--- config.mk ---
export PLATFORM = sky130hd
export DESIGN_NAME = ppb_port
export DESIGN_NICKNAME = d
export VERILOG_FILES = /design/src/rtl/ppb_pkg.sv /design/src/rtl/ppb_fifo.sv /design/src/rtl/ppb_port.sv
export VERILOG_INCLUDE_DIRS = /design/src /design/src/rtl
export SDC_FILE = /design/constraint.sdc
export NUM_CORES = 1
export LEC_CHECK = 0
export BUFFER_PORTS_ARGS = -buffer_cell sky130_fd_sc_hd__buf_2
export CORE_MARGIN = 2
export CORE_UTILIZATION = 30
export DETAILED_ROUTE_END_ITERATION = 6
export GPL_TIMING_DRIVEN = 0
export PLACE_DENSITY = 0.54
export SYNTH_ARGS = -nofsm -noshare
export SYNTH_HDL_FRONTEND = slang
export SYNTH_SLANG_ARGS = --single-unit
--- constraint.sdc ---
create_clock -name mclk -period 2 [get_ports mclk]
set_input_delay 0.4 -clock mclk [delete_from_list [all_inputs] [get_ports mclk]]
set_output_delay 0.4 -clock mclk [all_outputs]
set_load 0.02 [all_outputs]
--- src/rtl/ppb_regs.svh ---
`ifndef PPB_REGS_SVH
`define PPB_REGS_SVH
// register offsets relative to the port base
`define PPB_OFF_DATA 2'h0
`define PPB_OFF_STATUS 2'h1
`define PPB_OFF_CONTROL 2'h2
// reset values
`define PPB_DATA_RST 8'h00
`define PPB_CTRL_RST 8'h04
// pin idle levels loaded into the synchronisers at reset
`define PPB_STAT_IDLE 5'h08
`define PPB_CTL_IDLE 4'hF
// control bit positions
`define PPB_C_STROBE 0
`define PPB_C_LINEFEED 1
`define PPB_C_INIT 2
`define PPB_C_SELIN 3
`define PPB_C_IRQEN 4
`define PPB_C_DIR 5
// status bit positions
`define PPB_S_TIMEOUT 0
`define PPB_S_RSVD 1
`define PPB_S_IRQ 2
`define PPB_S_ERR 3
`define PPB_S_SEL 4
`define PPB_S_PE 5
`define PPB_S_ACK 6
`define PPB_S_BUSY 7
// enhanced cycle time-out, ns, and cycles at 40 ns (least time, rounded up)
`define PPB_TMO_NS 10000
`define PPB_CLK_NS 40
`define PPB_TMO_CYC ((`PPB_TMO_NS + `PPB_CLK_NS - 1) / `PPB_CLK_NS)
`endif

--- src/rtl/ppb_pkg.sv ---
package ppb_pkg;
   // port operating modes
   typedef enum logic [1:0] {
      PPB_COMPAT,
      PPB_BIDIR,
      PPB_ENH
   } ppb_mode_t;
   // printer status inputs, raw pin levels
   typedef struct packed {
      logic busyIn;
      logic ackIn;
      logic paperEndIn;
      logic selectedIn;
      logic errorIn;
   } ppb_stat_t;
   // control pin outputs
   typedef struct packed {
      logic selectInOut;
      logic initOut;
      logic lineFeedOut;
      logic strobeOut;
   } ppb_ctl_t;
endpackage

--- src/rtl/ppb_fifo.sv ---
`timescale 1ns/1ps
// ----------------------------------------
// small synchronous fifo
// ----------------------------------------
module ppb_fifo #(
   parameter int WIDTH = 8,
   parameter int DEPTH = 8
) (
   // clock and reset
   input wire logic mclk,
   input wire logic rst_b,
   // fill side
   input wire logic inValid,
   output logic inReady,
   input wire logic [WIDTH-1:0] inData,
   // drain side
   output logic outValid,
   input wire logic outReady,
   output logic [WIDTH-1:0] outData
);
   localparam int AW = $clog2(DEPTH);
   logic [WIDTH-1:0] mem [DEPTH];
   logic [AW-1:0] wrPtr;
   logic [AW-1:0] rdPtr;
   logic [AW:0] count;
   logic doWr;
   logic doRd;

   // handshake terms
   assign inReady = (count != (AW+1)'(DEPTH));
   assign outValid = (count != '0);
   assign doWr = inValid && inReady;
   assign doRd = outValid && outReady;
   assign outData = mem[rdPtr];

   // storage
   always_ff @(posedge mclk) begin
      if (doWr) begin
         mem[wrPtr] <= inData;
      end
   end

   // pointers and fill count
   always_ff @(posedge mclk or negedge rst_b) begin
      if (!rst_b) begin
         wrPtr <= '0;
         rdPtr <= '0;
         count <= '0;
      end else begin
         if (doWr) begin
            wrPtr <= (wrPtr == AW'(DEPTH-1)) ? '0 : wrPtr + 1'b1;
         end
         if (doRd) begin
            rdPtr <= (rdPtr == AW'(DEPTH-1)) ? '0 : rdPtr + 1'b1;
         end
         count <= count + (AW+1)'(doWr) - (AW+1)'(doRd);
      end
   end
endmodule

--- src/rtl/ppb_port.sv ---
`timescale 1ns/1ps
`include "ppb_regs.svh"
// What this block does
// - data at 00h, status at 01h read-only, control at 02h.
// - one data byte both ways; direction from control bit 5 plus mode.
// - host read and write strobes trigger data register transfers.
// - compatible mode: write drives lines, read returns latch, direction ignored.
// - bidirectional, direction 0: write drives lines, read returns latch.
// - bidirectional, direction 1: read returns lines, write only latches.
// - data register resets to zero.
// - writes to status register change nothing.
// - status bit 0 reads 1 outside enhanced modes.
// - enhanced: bit 0 cleared on entry, set on time-out, cleared on read.
// - status bit 1 always reads 1.
// - status bit 2 reads 1 outside bidirectional mode.
// - bidirectional with irq enable: bit 2 latches low on ack rise; read restores.
// - status bit 3 shows error input, 0 is error.
// - status bit 4 shows selected input.
// - status bit 5 shows paper-end input.
// - status bit 6 follows acknowledge input.
// - status bit 7 is inverted busy input.
// - control register read/write except bits 5 to 7; drives control outputs.
// - control readback shows pin levels of the four control pins.
// - direction bit is write-only and reads back 1.
// - bidirectional with irq enable: interrupt on trailing edge of acknowledge.
module ppb_port
   import ppb_pkg::*;
#(
   parameter int FIFO_DEPTH = 8,
   parameter int TMO_CYC = `PPB_TMO_CYC
) (
   // clock and reset
   input wire logic mclk,
   input wire logic rst_b,
   // host i/o strobes
   input wire logic [1:0] hostAddr,
   input wire logic hostRd,
   input wire logic hostWr,
   input wire logic [7:0] hostWrData,
   output logic [7:0] hostRdData,
   output logic hostWrReady,
   // mode select
   input wire ppb_mode_t portMode,
   // enhanced cycle stall from the peripheral side
   input wire logic enhCycleBusy,
   // data lines, three signals
   input wire logic [7:0] dataLinesIn,
   output logic [7:0] dataLinesOut,
   output logic dataLinesOe_b,
   // printer status inputs
   input wire ppb_stat_t statIn,
   // control pins, three signals each
   input wire ppb_ctl_t ctlPinIn,
   output ppb_ctl_t ctlPinOut,
   output logic ctlPinOe_b,
   // interrupt request
   output logic portInterrupt
);
   // ----------------------------------------
   // input synchronisers
   // ----------------------------------------
   ppb_stat_t statMeta;
   ppb_stat_t statSync;
   ppb_ctl_t ctlMeta;
   ppb_ctl_t ctlSync;
   logic [7:0] linesMeta;
   logic [7:0] linesSync;
   logic ackPrev;

   // two flops on every pin input
   always_ff @(posedge mclk or negedge rst_b) begin
      if (!rst_b) begin
         statMeta <= `PPB_STAT_IDLE; // ack idles high, so no false edge after reset
         statSync <= `PPB_STAT_IDLE;
         ctlMeta <= `PPB_CTL_IDLE;
         ctlSync <= `PPB_CTL_IDLE;
         linesMeta <= '0;
         linesSync <= '0;
      end else begin
         statMeta <= statIn;
         statSync <= statMeta;
         ctlMeta <= ctlPinIn;
         ctlSync <= ctlMeta;
         linesMeta <= dataLinesIn;
         linesSync <= linesMeta;
      end
   end

   // edge detector reads only the second stage
   always_ff @(posedge mclk or negedge rst_b) begin
      if (!rst_b) begin
         ackPrev <= 1'b1;
      end else begin
         ackPrev <= statSync.ackIn;
      end
   end

   // ----------------------------------------
   // host strobe decode
   // ----------------------------------------
   logic selData;
   logic selStat;
   logic selCtrl;
   logic rdStat;
   logic wrData;
   logic wrCtrl;
   logic fifoOutValid;
   logic [7:0] fifoOutData;
   logic drainReady;

   assign selData = (hostAddr == `PPB_OFF_DATA);
   assign selStat = (hostAddr == `PPB_OFF_STATUS);
   assign selCtrl = (hostAddr == `PPB_OFF_CONTROL);
   assign rdStat = hostRd && selStat;
   assign wrData = hostWr && selData && hostWrReady;
   // status writes decode to nothing
   assign wrCtrl = hostWr && selCtrl;

   // ----------------------------------------
   // data path: host writes queue into the latch
   // ----------------------------------------
   ppb_fifo #(
      .WIDTH(8),
      .DEPTH(FIFO_DEPTH)
   ) uFifo (
      .mclk(mclk),
      .rst_b(rst_b),
      .inValid(wrData),
      .inReady(hostWrReady),
      .inData(hostWrData),
      .outValid(fifoOutValid),
      .outReady(drainReady),
      .outData(fifoOutData)
   );

   // latch drains only while no enhanced cycle stalls the port
   assign drainReady = !enhCycleBusy;

   logic [7:0] portDataByte;
   logic [7:0] printerControlByte;
   logic dirIn;
   logic drivesLines;

   // output latch, one byte for both directions
   always_ff @(posedge mclk or negedge rst_b) begin
      if (!rst_b) begin
         portDataByte <= `PPB_DATA_RST;
      end else if (fifoOutValid && drainReady) begin
         portDataByte <= fifoOutData;
      end
   end

   // direction only counts in bidirectional-like modes
   assign dirIn = printerControlByte[`PPB_C_DIR] && (portMode != PPB_COMPAT);
   assign drivesLines = !dirIn;
   assign dataLinesOut = portDataByte;
   assign dataLinesOe_b = !drivesLines;

   // ----------------------------------------
   // control register
   // ----------------------------------------
   // direction kept but never read back
   always_ff @(posedge mclk or negedge rst_b) begin
      if (!rst_b) begin
         printerControlByte <= `PPB_CTRL_RST;
      end else if (wrCtrl) begin
         printerControlByte <= hostWrData;
      end
   end

   // active-low pins are the inverse of their bits, init follows its bit
   assign ctlPinOut.strobeOut = !printerControlByte[`PPB_C_STROBE];
   assign ctlPinOut.lineFeedOut = !printerControlByte[`PPB_C_LINEFEED];
   assign ctlPinOut.initOut = printerControlByte[`PPB_C_INIT];
   assign ctlPinOut.selectInOut = !printerControlByte[`PPB_C_SELIN];
   assign ctlPinOe_b = 1'b0;

   // ----------------------------------------
   // status flags
   // ----------------------------------------
   logic timeoutFlag;
   logic irqLatched_b;
   logic enhPrev;
   logic [$clog2(TMO_CYC+1)-1:0] tmoCnt;
   logic tmoHit;
   logic ackRise;
   logic irqArmed;

   assign ackRise = statSync.ackIn && !ackPrev;
   assign irqArmed = (portMode == PPB_BIDIR) && printerControlByte[`PPB_C_IRQEN];
   assign tmoHit = (tmoCnt == ($clog2(TMO_CYC+1))'(TMO_CYC - 1)) && enhCycleBusy;

   // stall counter for enhanced cycles
   always_ff @(posedge mclk or negedge rst_b) begin
      if (!rst_b) begin
         tmoCnt <= '0;
      end else if (!enhCycleBusy || portMode != PPB_ENH || tmoHit) begin
         tmoCnt <= '0;
      end else begin
         tmoCnt <= tmoCnt + 1'b1;
      end
   end

   // time-out flag: set wins over the read clear
   always_ff @(posedge mclk or negedge rst_b) begin
      if (!rst_b) begin
         timeoutFlag <= 1'b1;
         enhPrev <= 1'b0;
      end else begin
         enhPrev <= (portMode == PPB_ENH);
         if (portMode == PPB_ENH && tmoHit) begin
            timeoutFlag <= 1'b1;
         end else if (portMode == PPB_ENH && !enhPrev) begin
            timeoutFlag <= 1'b0;
         end else if (rdStat) begin
            timeoutFlag <= 1'b0;
         end
      end
   end

   // irq status, active low, latch wins over read
   always_ff @(posedge mclk or negedge rst_b) begin
      if (!rst_b) begin
         irqLatched_b <= 1'b1;
      end else if (irqArmed && ackRise) begin
         irqLatched_b <= 1'b0;
      end else if (rdStat || !irqArmed) begin
         irqLatched_b <= 1'b1;
      end
   end

   // interrupt output mirrors the latched request
   always_ff @(posedge mclk or negedge rst_b) begin
      if (!rst_b) begin
         portInterrupt <= 1'b0;
      end else begin
         portInterrupt <= irqArmed && (!irqLatched_b || ackRise) && !(rdStat && !ackRise);
      end
   end

   // ----------------------------------------
   // read data
   // ----------------------------------------
   logic [7:0] printerStatusByte;
   logic [7:0] ctrlReadback;
   logic [7:0] next_rdData;

   always_comb begin
      printerStatusByte = 8'h00;
      printerStatusByte[`PPB_S_TIMEOUT] = (portMode == PPB_ENH) ? timeoutFlag : 1'b1;
      printerStatusByte[`PPB_S_RSVD] = 1'b1;
      printerStatusByte[`PPB_S_IRQ] = (portMode == PPB_BIDIR) ? irqLatched_b : 1'b1;
      printerStatusByte[`PPB_S_ERR] = statSync.errorIn;
      printerStatusByte[`PPB_S_SEL] = statSync.selectedIn;
      printerStatusByte[`PPB_S_PE] = statSync.paperEndIn;
      printerStatusByte[`PPB_S_ACK] = statSync.ackIn;
      printerStatusByte[`PPB_S_BUSY] = !statSync.busyIn;
   end

   // pin levels supersede the latch when forced externally
   always_comb begin
      ctrlReadback = printerControlByte;
      ctrlReadback[`PPB_C_STROBE] = !ctlSync.strobeOut;
      ctrlReadback[`PPB_C_LINEFEED] = !ctlSync.lineFeedOut;
      ctrlReadback[`PPB_C_INIT] = ctlSync.initOut;
      ctrlReadback[`PPB_C_SELIN] = !ctlSync.selectInOut;
      ctrlReadback[`PPB_C_DIR] = 1'b1;
      ctrlReadback[7:6] = 2'h3;
   end

   always_comb begin
      case (hostAddr)
         `PPB_OFF_DATA: next_rdData = dirIn ? linesSync : portDataByte;
         `PPB_OFF_STATUS: next_rdData = printerStatusByte;
         `PPB_OFF_CONTROL: next_rdData = ctrlReadback;
         default: next_rdData = 8'hFF;
      endcase
   end

   // read data registered on the read strobe
   always_ff @(posedge mclk or negedge rst_b) begin
      if (!rst_b) begin
         hostRdData <= 8'h00;
      end else if (hostRd) begin
         hostRdData <= next_rdData;
      end
   end
endmodule

Word-level counts from Yosys, hierarchy flattened --
Memory sizes are Yosys's and may differ from the RTL's. A register that Yosys moved wholly into a read port is not among the register bits. Index checks and enable logic that the tools add are counted.
Operators by class: $add $sub $neg 5, eq/ne operators 9, mux-type cells 14, reduce and logical (&&, ||, !) cells 40
Operators with widths (count):
- 8-bit one-hot mux with 3 select lines | 1
- 1-bit logical AND | 16
- 8-bit two-way mux | 2
- 1-bit zero test | 15
- 1-bit two-way mux | 9
- 8-bit by 1-bit adder with 8-bit output, second input constant | 1
- 8-bit == test, second input constant | 1
- 3-bit by 1-bit adder with 3-bit output, second input constant | 2
- 3-bit == test, second input constant | 2
- 3-bit two-way mux | 2
- 4-bit by 1-bit adder with 4-bit output | 1
- 2-bit by 1-bit == test with 1-bit output, second input constant | 2
- 2-bit == test, second input constant | 2
- 1-bit logical OR | 4
- 4-bit inequality test, second input constant | 1
- 2-bit nonzero test | 2
- 4-bit nonzero test | 1
- 4-bit by 1-bit subtractor with 4-bit output | 1
- 3-bit nonzero test | 1
- 2-bit zero test | 1
- 2-bit inequality test, second input constant | 1
Storage, ports and cells: bits in registers 71, memory bits (writable) 64, input bits 34, memories kept 1
Memory list:
- uFifo.mem | words 8, bits a word 8, rd ports 1, clocked after memory_dff 1, wr ports 1, RTL line ppb_fifo.sv:22 | logic [WIDTH-1:0] mem [DEPTH];

Depth between registers and ports, before layout --
Gate-level depths: netlist (run 1).
depth after elaboration 6, mapped depth 10, mapped depth without buffers 9

Hierarchy --
From an unflattened synthesis (run 1), not the netlist that was laid out.
Second synthesis, totals: cells, all modules 338, area, all modules 5656.7 um^2
By module, submodules not included:
- ppb_fifo | times used 1, cells each 150, area each 3098.0 um^2
- ppb_port | times used 1, cells each 188, area each 2558.7 um^2

Worst setup path after synthesis (run 1) --
Ideal clock, no wire load.
path type register to register, from reg uFifo.count[2], to mem uFifo.mem[0][0] (enable), library setup time 0.395 ns, arrival time 1.773 ns, slack -0.167 ns, cell stages (with the launch flop) 6, clock period less this slack 2.167 ns, cell sequence dfrtp_1 -> inv_1 -> ha_1 -> or3b_4 -> nand3_4 -> nor4_1
On the way: cells in the longest elaborated chain, start to end 5
RTL lines:
- start, declared | RTL line ppb_fifo.sv:25 | logic [AW:0] count;
- start signal, assigned | RTL line ppb_fifo.sv:56 | count <= count + (AW+1)'(doWr) - (AW+1)'(doRd);
- 4-bit inequality test * | RTL line ppb_fifo.sv:30 | assign inReady = (count != (AW+1)'(DEPTH));
- named net hostWrReady | RTL line ppb_port.sv:41 | output logic hostWrReady,
- 1-bit logical AND | RTL line ppb_port.sv:115 | assign wrData = hostWr && selData && hostWrReady;
- 1-bit logical AND * | RTL line ppb_fifo.sv:32 | assign doWr = inValid && inReady;
- 1-bit two-way mux * | RTL line ppb_fifo.sv:38 | if (doWr) begin
- 1-bit two-way mux (not written as such) * | RTL line ppb_fifo.sv:39 | mem[wrPtr] <= inData;
- end, declared | RTL line ppb_fifo.sv:22
The timed path passes the listed nets; every way through them passes the cells marked *.

Final worst setup path (run 1) --
from reg uFifo.count[2], to out hostWrReady
On the way: cells in the longest elaborated chain, start to end 1
RTL lines (RTL line):
- 4-bit inequality test | ppb_fifo.sv:30
- end, declared | ppb_port.sv:41
No other way between the ends.

==> flow_metrics.env, run 1 <==
export IMPL_outcome="complete, no violations"
export IMPL_grt_pass1_vias=3596
export IMPL_p_leak_nw=2.91
export IMPL_clk_latency_ns=0.42
export IMPL_multi_input_area_um2=1650
export IMPL_r2r_start="uFifo.count[3]$_DFF_PN0_"
export IMPL_dp_hpwl_um=8280
export IMPL_core_area_um2=18100
export IMPL_numCtsBuffers=17
export IMPL_layout_nets=523
export IMPL_rrSetupSlack_ns=0.05
export IMPL_num_io_pins=58
export IMPL_min_path_type="in -> reg"
export IMPL_grt_pass1_wl_um=19400
export IMPL_top_layer="met4"
export IMPL_antenna_left=0
export IMPL_grt_max_degree=72
export IMPL_cts_tree="built"
export IMPL_diodes=0
export IMPL_rows=49
export IMPL_yosys_most_used_dff="dfrtp_1"
export IMPL_synth_async_reset_ratio_pct=55.2
export IMPL_dieArea_um2=19800
export IMPL_cts_sinks=143
export IMPL_arrival_ns=1.58
export IMPL_worst_hold_startpoint="ctlPinIn[3]"
export IMPL_startpoint="uFifo.count[2]$_DFF_PN0_"
export IMPL_yosysWarningCount=0
export IMPL_synth_nets=430
export IMPL_nFillCells=1699
export IMPL_path_cells="inv_2, ha_4, or3b_4, buf_6"
export IMPL_vias_per_cell=4.67
export IMPL_ys_seq_elements=143
export IMPL_met3WireLength_um=560
export IMPL_gr_usage_all_layers_pct=13.3
export IMPL_crit_fanout=3
export IMPL_clock_root_buffer="clkbuf_16"
export IMPL_critPathTopFamily="simple AND/OR/NAND/NOR gates"
export IMPL_vdd_ir_drop_max_uv=596
export IMPL_seqCellArea_um2=3920
export IMPL_antenna_found_initial=0
export IMPL_crit_slowest_cell="or3b_4"
export IMPL_period_share_pct=98.9
export IMPL_timing_final_crit_period_ns=1.98
export IMPL_start_util_pct=30.9
export IMPL_wire_per_inst_um=17.4
export IMPL_hold_violations=0
export IMPL_required_ns=1.60
export IMPL_via_count=3352
export IMPL_stdcell_count=718
export IMPL_syn_area_per_cell_um2=14.6
export IMPL_maxSlewViolCount=0
export IMPL_clock_path_buffers=2
export IMPL_grt_setup_unrepaired="yes"
export IMPL_totalNegativeSetupSlack_ns=0
export IMPL_fin_util_pct=39.2
export IMPL_clkTransAtPathRegs_ns=0.06
export IMPL_cap_violations=0
export IMPL_postRouteWirelength_um=12500
export IMPL_cts_htree_levels=4
export IMPL_chipWidth_um=141
export IMPL_max_stage_delay_ns=0.40
export IMPL_drt_first_pass_iters=5
export IMPL_die_y_um=141
export IMPL_worst_pin_slew_ns=0.760
export IMPL_ys_seq_area_share_pct=69.9
export IMPL_portBuffers=55
export IMPL_synth_edff_count=64
export IMPL_powerDensity_nw_per_um2=1290
export IMPL_netlist_area_um2=5600
export IMPL_drcViolationCount=0
export IMPL_placed_cells=669
export IMPL_drive_above_1_share_pct=32.5
export IMPL_grt_overflow_total=0
export IMPL_place_gp_congestion=0.722
export IMPL_crit_buf_inv=2
export IMPL_drt_iter0_drc=205
export IMPL_worstSetupStartpointType="register"
export IMPL_setup_viol=0
export IMPL_syn_inst=383
export IMPL_worstSetupPathType="reg -> out"
export IMPL_syn_to_final_growth_pct=27.0
export IMPL_final_hold_worst_slack_ns=0.0778
export IMPL_ys_types=49
export IMPL_wl_met2_um=6170
export IMPL_max_clock_freq_mhz=505
export IMPL_slew_headroom_pct=49.2
export IMPL_wl_met1_um=5630
export IMPL_crit_path_end_kind="primary output"
export IMPL_worst_clock_skew_ns=0.0132
-- power breakdown --
part	total, mW	switching, mW	internal [mW]
Clock	3.10	1.27	1.83
Combinational	2.35	1.33	1.02
Sequential	3.73	0.314	3.42
Total	9.18	2.91	6.27
-- synth_stat cells (2+ instances only) --
cell / count / share of area [%]
nand2b_1: 4 / 0.45
ha_1: 12 / 2.7
nor2_1: 18 / 1.2
xnor2_1: 2 / 0.31
edfxtp_1: 64 / 34
inv_1: 23 / 1.5
a21oi_1: 17 / 1.5
inv_2: 3 / 0.20
nand4_1: 2 / 0.22
clkbuf_1: 4 / 0.27
mux2i_1: 32 / 5.7
buf_4: 4 / 0.54
xor2_1: 2 / 0.31
nand3_1: 15 / 1.3
o22a_1: 3 / 0.47
mux2_1: 13 / 2.6
nor2b_1: 4 / 0.45
o21ai_1: 9 / 0.80
nand2_1: 11 / 0.74
mux2_4: 2 / 0.54
a22oi_1: 18 / 2.4
a31oi_1: 4 / 0.45
dfstp_2: 14 / 6.6
buf_2: 3 / 0.27
buf_6: 2 / 0.40
nor3_1: 7 / 0.63
o21ai_0: 4 / 0.36
dfrtp_1: 65 / 29
a21o_1: 2 / 0.27
-- through the flow --
step | setup WS [ns] | area (um^2) | power (mW)
after global routing | -0.0525 | 7110 | 9.68
after detailed placement | -0.576 | 6210 | 5.87
after global placement | -0.598 | 6180 | 5.79
after CTS | -0.0642 | 7030 | 9.19
final | 0.0217 | 7110 | 9.18
after floorplan | 0.00282 | 5610 | 5.15
-- cell families after synthesis --
group	Yosys count	synth area share [%]
adders and majority gates	13	3.04
AOI/OAI and AO/OA	66	7.87
xor gates and xnor gates	4	0.626
muxes	47	8.87
and+or+nand+nor	68	6.19
other	1	0.0670
buffers and inverters	41	3.40
DFF	143	69.9
-- sequential cells by signal, summed over array words and instances, names as in the netlist --
name and cells:
ackPrev 1, ctlMeta 4, ctlSync 4, dataLinesOut 8, enhPrev 1, hostRdData 8
irqLatched_b 1, linesMeta 8, linesSync 8, portInterrupt 1, printerControlByte 6, printerStatusByte 4
statMeta 5, statSync 1, timeoutFlag 1, tmoCnt 8, uFifo.count 4, uFifo.mem 64
uFifo.rdPtr 3, uFifo.wrPtr 3
-- repair_timing --
action / 4_1_cts / 5_1_grt
pin swaps: 7 / 7
setup endpoints to repair: 68 / 25
resized for setup: 23 / 10
hold endpoints to repair: 8 / 0
buffers inserted: 13 / 4
hold buffers: 1 / 0
gates cloned: 0 / 0
-- layer usage --
| metal | track usage (%) | vias up |
|---|---|---|
| met3 | 4.14 | 4 |
| met5 | 0 | - |
| met2 | 20.7 | 70 |
| met4 | 5.26 | 0 |
| met1 | 17.3 | 1693 |
| li1 | - | 1585 |
-- placed cells by master (no fill, tap or decap), types with 2 or more instances in the layout --
| cell | synthesis | final |
|---|---|---|
| inv_1 | 23 | 19 |
| buf_12 | 0 | 2 |
| nor3_1 | 7 | 3 |
| ha_4 | 0 | 4 |
| a21oi_1 | 17 | 16 |
| a21o_1 | 2 | 2 |
| mux2i_1 | 32 | 32 |
| clkbuf_16 | 0 | 20 |
| nor2_1 | 18 | 15 |
| nand2b_1 | 4 | 4 |
| inv_2 | 3 | 7 |
| buf_2 | 3 | 56 |
| a31oi_1 | 4 | 3 |
| clkinv_2 | 0 | 3 |
| edfxtp_1 | 64 | 64 |
| mux2_4 | 2 | 2 |
| dfstp_2 | 14 | 14 |
| clkbuf_1 | 4 | 3 |
| mux2_1 | 13 | 13 |
| o22a_1 | 3 | 3 |
| inv_6 | 0 | 4 |
| nor3_4 | 0 | 4 |
| buf_4 | 4 | 21 |
| nand3_1 | 15 | 15 |
| a22oi_1 | 18 | 18 |
| nand2_1 | 11 | 10 |
| buf_6 | 2 | 3 |
| clkinv_4 | 0 | 2 |
| xnor2_1 | 2 | 2 |
| nor2b_1 | 4 | 4 |
| ha_1 | 12 | 8 |
| inv_4 | 1 | 3 |
| xor2_1 | 2 | 2 |
| dfrtp_1 | 65 | 65 |
| o21ai_1 | 9 | 9 |
| nor2_4 | 1 | 4 |
| nand4_1 | 2 | 2 |
| o21ai_0 | 4 | 4 |
-- worst paths after layout --
kind / end / cells past startpoint
setup / recovery: hostWrReady / 4
hold / removal: ctlMeta[3]$_DFF_PN1_ / 1
setup reg to reg: uFifo.count[2]$_DFF_PN0_ / 9
hold reg to reg: linesSync[4]$_DFF_PN0_ / 0
max in group asynchronous: printerControlByte[2]$_DFFE_PN1P_ / 3
min in group asynchronous: printerControlByte[3]$_DFFE_PN0P_ / 2
-- final cells by class --
cell class	count	share of cell area [%]
sequential	143	55.1
multi-input combinational	199	23.2
clock buffer	20	7.04
timing repair buffer	75	6.78
tap	229	4.03
inverter	27	1.46
clock inverter	12	1.28
buffer	13	1.16
Power figures use the tool's default switching activity.
==> run 2: changes to the inputs <==
==> constraint.sdc (replaced) <==
create_clock -name mclk -period 1.7 [get_ports mclk]
set_input_delay 0.34 -clock mclk [delete_from_list [all_inputs] [get_ports mclk]]
set_output_delay 0.34 -clock mclk [all_outputs]
set_load 0.005 [all_outputs]
==> run 2 against run 1 <==
Effect of this change:
- the run now ends with negative setup slack left
- power increased by 17%
- clock skew fell by 0.0050 ns
- register-to-register slack lost 0.29 ns
- cell count increased by 0.84%
- non-clock buffer count is 6 higher
- largest cell class unchanged
==> flow_metrics.env, run 2 (synthesized netlist as in run 1, its figures left out) <==
export IMPL_cts_tree="built"
export IMPL_hold_violations=0
export IMPL_rr_endpoint="uFifo.count[1]$_DFF_PN0_"
export IMPL_worstSetupStartpointType="register"
export IMPL_p_seq_share_pct=41.1
export IMPL_hold_end="ctlMeta[3]$_DFF_PN1_"
export IMPL_slew_headroom_pct=59.2
export IMPL_worst_pin_slew_ns=0.612
export IMPL_max_stage_delay_ns=0.53
export IMPL_critPathTopFamily="adder cells"
export IMPL_timing_final_crit_period_ns=1.94
export IMPL_required_ns=2.02
export IMPL_cts_sinks=143
export IMPL_clk_latency_ns=0.42
export IMPL_p_leak_nw=2.95
export IMPL_via_count=3412
export IMPL_core_area_um2=18100
export IMPL_drt_iter0_drc=266
export IMPL_crit_slowest_cell="fa_2"
export IMPL_drt_first_pass_iters=4
export IMPL_clkTransAtPathRegs_ns=0.06
export IMPL_clock_root_buffer="clkbuf_16"
export IMPL_reg2reg_depth=9
export IMPL_grt_max_degree=75
export IMPL_postRouteWirelength_um=12500
export IMPL_violations="negative setup slack"
export IMPL_p_int_mw=7.52
export IMPL_worstHoldPathCells=1
export IMPL_portBuffers=55
export IMPL_layout_nets=529
export IMPL_min_path_type="in -> reg"
export IMPL_rrSetupSlack_ns=-0.24
export IMPL_start_util_pct=30.9
export IMPL_die_y_um=141
export IMPL_diodes=0
export IMPL_antenna_found_initial=0
export IMPL_grt_overflow_total=0
export IMPL_cts_htree_levels=4
export IMPL_rows=49
export IMPL_crit_fanout=2
export IMPL_sw_frac_of_total_pct=29.8
export IMPL_dieArea_um2=19800
export IMPL_crit_buf_inv=4
export IMPL_gr_usage_all_layers_pct=13.3
export IMPL_chipWidth_um=141
export IMPL_maxSlewViolCount=0
export IMPL_p_comb_share_pct=24.2
export IMPL_drcViolationCount=0
export IMPL_wire_per_inst_um=17.2
export IMPL_net_switching_power_mw=3.20
export IMPL_grt_setup_unrepaired="yes"
export IMPL_worst_hold_startpoint="ctlPinIn[3]"
export IMPL_vdd_ir_drop_max_uv=697
export IMPL_place_gp_congestion=0.725
export IMPL_antenna_left=0
export IMPL_cap_violations=0
export IMPL_path_cells="inv_1, ha_2, a31oi_4, ha_4, inv_2, ha_4, inv_2, fa_2, inv_2"
export IMPL_cp_common_cell="inv_2"
export IMPL_syn_to_final_growth_pct=29.8
export IMPL_dp_slack_ns=-0.909
export IMPL_vias_per_cell=4.71
export IMPL_numCtsBuffers=17
export IMPL_clkPwrFrac_pct=34.7
export IMPL_grt_pass1_wl_um=19700
export IMPL_grt_pass1_vias=3496
export IMPL_mostFrequentLayoutCells="dfrtp_1 (65), edfxtp_1 (64), buf_2 (55)"
export IMPL_setup_viol=68
export IMPL_outcome="finished, violations left"
export IMPL_arrival_ns=2.26
export IMPL_drive_above_1_share_pct=32.9
export IMPL_worst_clock_skew_ns=0.00814
export IMPL_r2r_start="uFifo.count[3]$_DFF_PN0_"
export IMPL_powerDensity_nw_per_um2=1480
export IMPL_crit_path_end_kind="register"
export IMPL_worstSetupPathType="reg -> reg"
export IMPL_layout_commonest_cell="dfrtp_1"
export IMPL_max_clock_freq_mhz=515
export IMPL_largest_register="uFifo.mem"
export IMPL_num_io_pins=58
export IMPL_period_share_pct=114
export IMPL_fin_util_pct=40.1
export IMPL_largest_register_ffs=64
export IMPL_dp_hpwl_um=8250
export IMPL_clock_path_buffers=2
export IMPL_fin_ws_ns=-0.241
run 2: worst max-delay path by stage:
stage | from | end | slack (ns) | depth (start not counted)
global route | uFifo.count[3]$_DFF_PN0_ | uFifo.count[1]$_DFF_PN0_ | -0.30 | 9
finish | uFifo.count[3]$_DFF_PN0_ | uFifo.count[1]$_DFF_PN0_ | -0.24 | 9
CTS | uFifo.count[2]$_DFF_PN0_ | uFifo.count[1]$_DFF_PN0_ | -0.25 | 10
floorplan | uFifo.count[2]$_DFF_PN0_ | uFifo.count[1]$_DFF_PN0_ | -0.23 | 10
detailed placement | uFifo.count[2]$_DFF_PN0_ | uFifo.mem[2][7]$_DFFE_PP_ | -0.91 | 5
global placement | hostAddr[1] | uFifo.mem[4][6]$_DFFE_PP_ | -0.89 | 4
run 2: worst register-to-register path, stage by stage (launching register included):
cell and delay [ns]:
dfrtp_1 0.40, inv_1 0.06, ha_2 0.18, a31oi_4 0.20, ha_4 0.23, inv_2 0.06
ha_4 0.12, inv_2 0.04, fa_2 0.53, inv_2 0.03
run 2: routing by layer:
layer / global-route usage [%] / part of all wire [%] / up-vias
met4: 4.53 / 1.9 / 0
met5: 0 / 0 / -
met1: 17.4 / 45 / 1726
li1: - / - / 1604
met2: 20.9 / 49 / 68
met3: 4.31 / 4.5 / 14
run 2: area by class of cell:
class	count	area (um^2)
multi-input cells	199	1660
repair buffers	81	617
flip-flops and latches	143	3920
clock buffers	21	472
plain buffers	13	85.1
well taps	229	287
clock inverters	11	130
inverters	27	106
fillers	1684	10900
run 2: repair_timing:
action / in CTS / in global routing
hold endpoints to repair: 6 / 1
hold buffers: 2 / 1
setup endpoints to repair: 68 / 76
pin swaps: 9 / 7
buffers inserted: 21 / 2
resized for setup: 26 / 4
run 2: power by group through the flow:
stage	combinational (mW)	clock, mW	sequential (mW)
detailed placement	2.41	0	4.43
finish	2.60	3.72	4.40
global placement	2.32	0	4.40
global route	2.88	3.95	4.47
floorplan	1.63	0	4.34
CTS	2.65	3.77	4.39
run 2: metrics by stage:
stage	hold WS, ns	power, mW	cells	setup TNS (ns)	area, um^2
after floorplan	0.0444	5.97	383	-10.95	5660
after global placement	0.342	6.72	667	-57.97	6220
after global routing	0.00124	11.3	724	-12.10	7270
after detailed placement	0.181	6.83	668	-38.50	6260
after CTS	0.000779	10.8	723	-7.01	7250
final	0.0140	10.7	724	-7.72	7270
==> run 3: changes to the inputs <==
--- a/config.mk
+++ b/config.mk
@@ -12,6 +12,8 @@
 export DETAILED_ROUTE_END_ITERATION = 6
 export GPL_TIMING_DRIVEN = 0
 export PLACE_DENSITY = 0.54
+export SLEW_MARGIN = 10
 export SYNTH_ARGS = -nofsm -noshare
 export SYNTH_HDL_FRONTEND = slang
+export SYNTH_HIERARCHICAL = 1
 export SYNTH_SLANG_ARGS = --single-unit
==> run 3 against run 2 <==
Effect of this change:
- the flow still finishes with violations (negative setup slack)
- register-to-register slack got worse by 0.21 ns
- first-iteration DRC count decreased by 39%
- flip-flop and latch count unchanged
- non-clock buffer count is 14 higher
- maximum frequency is 9.6% lower
- count of clock-buffer cells in the layout up 2
- worst hold slack improved by 0.0078 ns
- sequential power increased by 1%
- area after synthesis is 1.0% higher
- die area grew 1.0%
- combinational power up 18%
- critical endpoint is now uFifo/count[1]$_DFF_PN0_
- largest power group unchanged
- highest routed layer unchanged
==> flow_metrics.env, run 3 <==
export IMPL_yosys_most_used_dff="dfrtp_1"
export IMPL_synth_top_cell_area_share_pct=34.0
export IMPL_seqCellArea_um2=3920
export IMPL_via_count=3211
export IMPL_arrival_ns=2.44
export IMPL_cts_tree="built"
export IMPL_start_util_pct=30.4
export IMPL_drcViolationCount=0
export IMPL_clkTransAtPathRegs_ns=0.06
export IMPL_wire_per_inst_um=17.3
export IMPL_netlist_top_cell_by_area="edfxtp_1"
export IMPL_clock_path_buffers=2
export IMPL_yosysWarningCount=6
export IMPL_grt_setup_unrepaired="yes"
export IMPL_largest_register_ffs=64
export IMPL_crit_slowest_cell="fa_2"
export IMPL_cts_htree_levels=4
export IMPL_num_io_pins=58
export IMPL_largest_register="uFifo/mem"
export IMPL_portBuffers=55
export IMPL_fin_util_pct=40.5
export IMPL_numCtsBuffers=17
export IMPL_worstSetupStartpointType="register"
export IMPL_antenna_found_initial=1
export IMPL_ys_seq_elements=143
export IMPL_final_hold_worst_slack_ns=0.0218
export IMPL_netlist_area_um2=5660
export IMPL_vdd_ir_drop_max_uv=845
export IMPL_clock_root_buffer="clkbuf_16"
export IMPL_drt_first_pass_iters=4
export IMPL_layout_commonest_cell="edfxtp_1"
export IMPL_violations="negative setup slack"
export IMPL_yosys_top_cells_count="dfrtp_1 (65), edfxtp_1 (64), mux2_2 (20)"
export IMPL_dp_slack_ns=-0.759
export IMPL_max_stage_delay_ns=0.42
export IMPL_hold_violations=0
export IMPL_min_path_type="in -> reg"
export IMPL_syn_inst=338
export IMPL_synthMostInstantiatedCell="dfrtp_1"
export IMPL_p_total_mw=11.3
export IMPL_worstSetupPathType="reg -> reg"
export IMPL_required_ns=2.00
export IMPL_core_area_um2=18600
export IMPL_chipWidth_um=141
export IMPL_crit_fanout=3
export IMPL_mostFrequentLayoutCells="edfxtp_1 (64), dfrtp_1 (63), buf_2 (57)"
export IMPL_drive_above_1_share_pct=48.3
export IMPL_outcome="finished, violations left"
export IMPL_diodes=0
export IMPL_synth_nets=385
export IMPL_synth_edff_count=64
export IMPL_gr_usage_all_layers_pct=13.1
export IMPL_maxSlewViolCount=0
export IMPL_grt_overflow_total=0
export IMPL_timing_final_crit_period_ns=2.15
export IMPL_ys_types=54
export IMPL_clk_latency_ns=0.42
export IMPL_vias_per_cell=4.59
export IMPL_crit_path_end_kind="register"
export IMPL_layout_nets=500
export IMPL_synth_async_reset_ratio_pct=55.2
export IMPL_drt_iter0_drc=162
export IMPL_period_share_pct=126
export IMPL_path_cells="inv_2, ha_4, or3b_4, and3_4, nand2_8, ha_4, inv_2, ha_4, fa_2"
export IMPL_dieArea_um2=20000
export IMPL_nFillCells=1696
export IMPL_worst_clock_skew_ns=0.00645
export IMPL_synth_area_leaders="edfxtp_1 (34%), dfrtp_1 (29%), dfstp_2 (6.5%)"
export IMPL_syn_to_final_growth_pct=33.0
export IMPL_cap_violations=0
export IMPL_max_clock_freq_mhz=466
export IMPL_powerDensity_nw_per_um2=1500
export IMPL_multi_input_area_um2=1790
export IMPL_die_y_um=141
export IMPL_fin_ws_ns=-0.448
export IMPL_dp_hpwl_um=7730
export IMPL_grt_pass1_vias=3484
export IMPL_p_leak_nw=3.04
export IMPL_slew_headroom_pct=46.5
export IMPL_grt_max_degree=66
export IMPL_cp_common_cell="ha_4"
export IMPL_cts_sinks=143
export IMPL_antenna_left=0
export IMPL_rows=50
export IMPL_ys_seq_area_share_pct=69.2
export IMPL_syn_area_per_cell_um2=16.7
export IMPL_grt_pass1_wl_um=19400
export IMPL_setup_viol=83
export IMPL_place_gp_congestion=0.757
export IMPL_worst_pin_slew_ns=0.802
export IMPL_postRouteWirelength_um=12100
==> run 3: path summary, 6_finish.rpt <==
kind / start / end / slack (ns) / cells past startpoint
max: uFifo/count[2]$_DFF_PN0_ / uFifo/count[1]$_DFF_PN0_ / -0.45 / 9
min: statIn[4] / statMeta[4]$_DFF_PN0_ / 0.02 / 1
max reg2reg: uFifo/count[2]$_DFF_PN0_ / uFifo/count[1]$_DFF_PN0_ / -0.45 / 9
min reg2reg: statMeta[2]$_DFF_PN0_ / printerStatusByte[5]$_DFF_PN0_ / 0.35 / 0
max in group asynchronous: rst_b / ctlSync[1]$_DFF_PN1_ / 0.74 / 3
min in group asynchronous: rst_b / printerControlByte[0]$_DFFE_PN0P_ / 0.32 / 2
==> run 3: power by group <==
part / switching, mW / internal, mW
Combinational: 1.22 / 1.83
Sequential: 0.421 / 4.04
Clock: 1.41 / 2.35
==> run 3: area by class of cell <==
cell class              count  area share (%)
flip-flops and latches    143            52.1
multi-input cells         167            23.7
repair buffers             97            10.1
clock buffers              23            6.62
well taps                 234            3.89
clock inverters             9            1.41
plain buffers              11            1.31
inverters                  16           0.865
==> run 3: layer usage <==
metal	GRT usage (%)	vias up	part of all wire [%]
met1	16.0	1644	45
met3	4.08	14	4.2
li1	-	1490	-
met4	5.74	0	1.4
met2	21.3	63	49
met5	0	-	0
==> run 3: worst max-delay path, delay by kind of cell (launching register included) <==
kind / cells / cell delay [ns]
fa+ha+maj: 4 / 0.86
buf+inv: 2 / 0.14
flops: 1 / 0.37
simple gates: 3 / 0.65
==> run 3: timing repair <==
item                       in CTS  in global routing
gates resized for setup        51                  2
setup buffers                  29                  5
hold endpoints to repair       14                  3
setup endpoints to repair      80                 88
hold buffers                    2                  3
pin swaps                      17                  9
cloned                          2                  0
==> run 3: kinds of logic after synthesis <==
family | synth area share [%]
buffers and inverters | 2.70
adders and majority gates | 3.01
other | 0.0663
and+or+nand+nor | 6.64
muxes | 13.7
xor gates and xnor gates | 0.774
DFF | 69.2
AOI/OAI and AO/OA | 3.87
==> run 3: stage by stage <==
| step | instance area, um^2 | std cells | TNS [ns] |
|---|---|---|---|
| after global placement | 6340 | 627 | -70.22 |
| final | 7520 | 700 | -21.66 |
| after global routing | 7520 | 700 | -26.39 |
| after floorplan | 5780 | 338 | -18.85 |
| after detailed placement | 6400 | 630 | -38.76 |
| after CTS | 7470 | 694 | -23.79 |
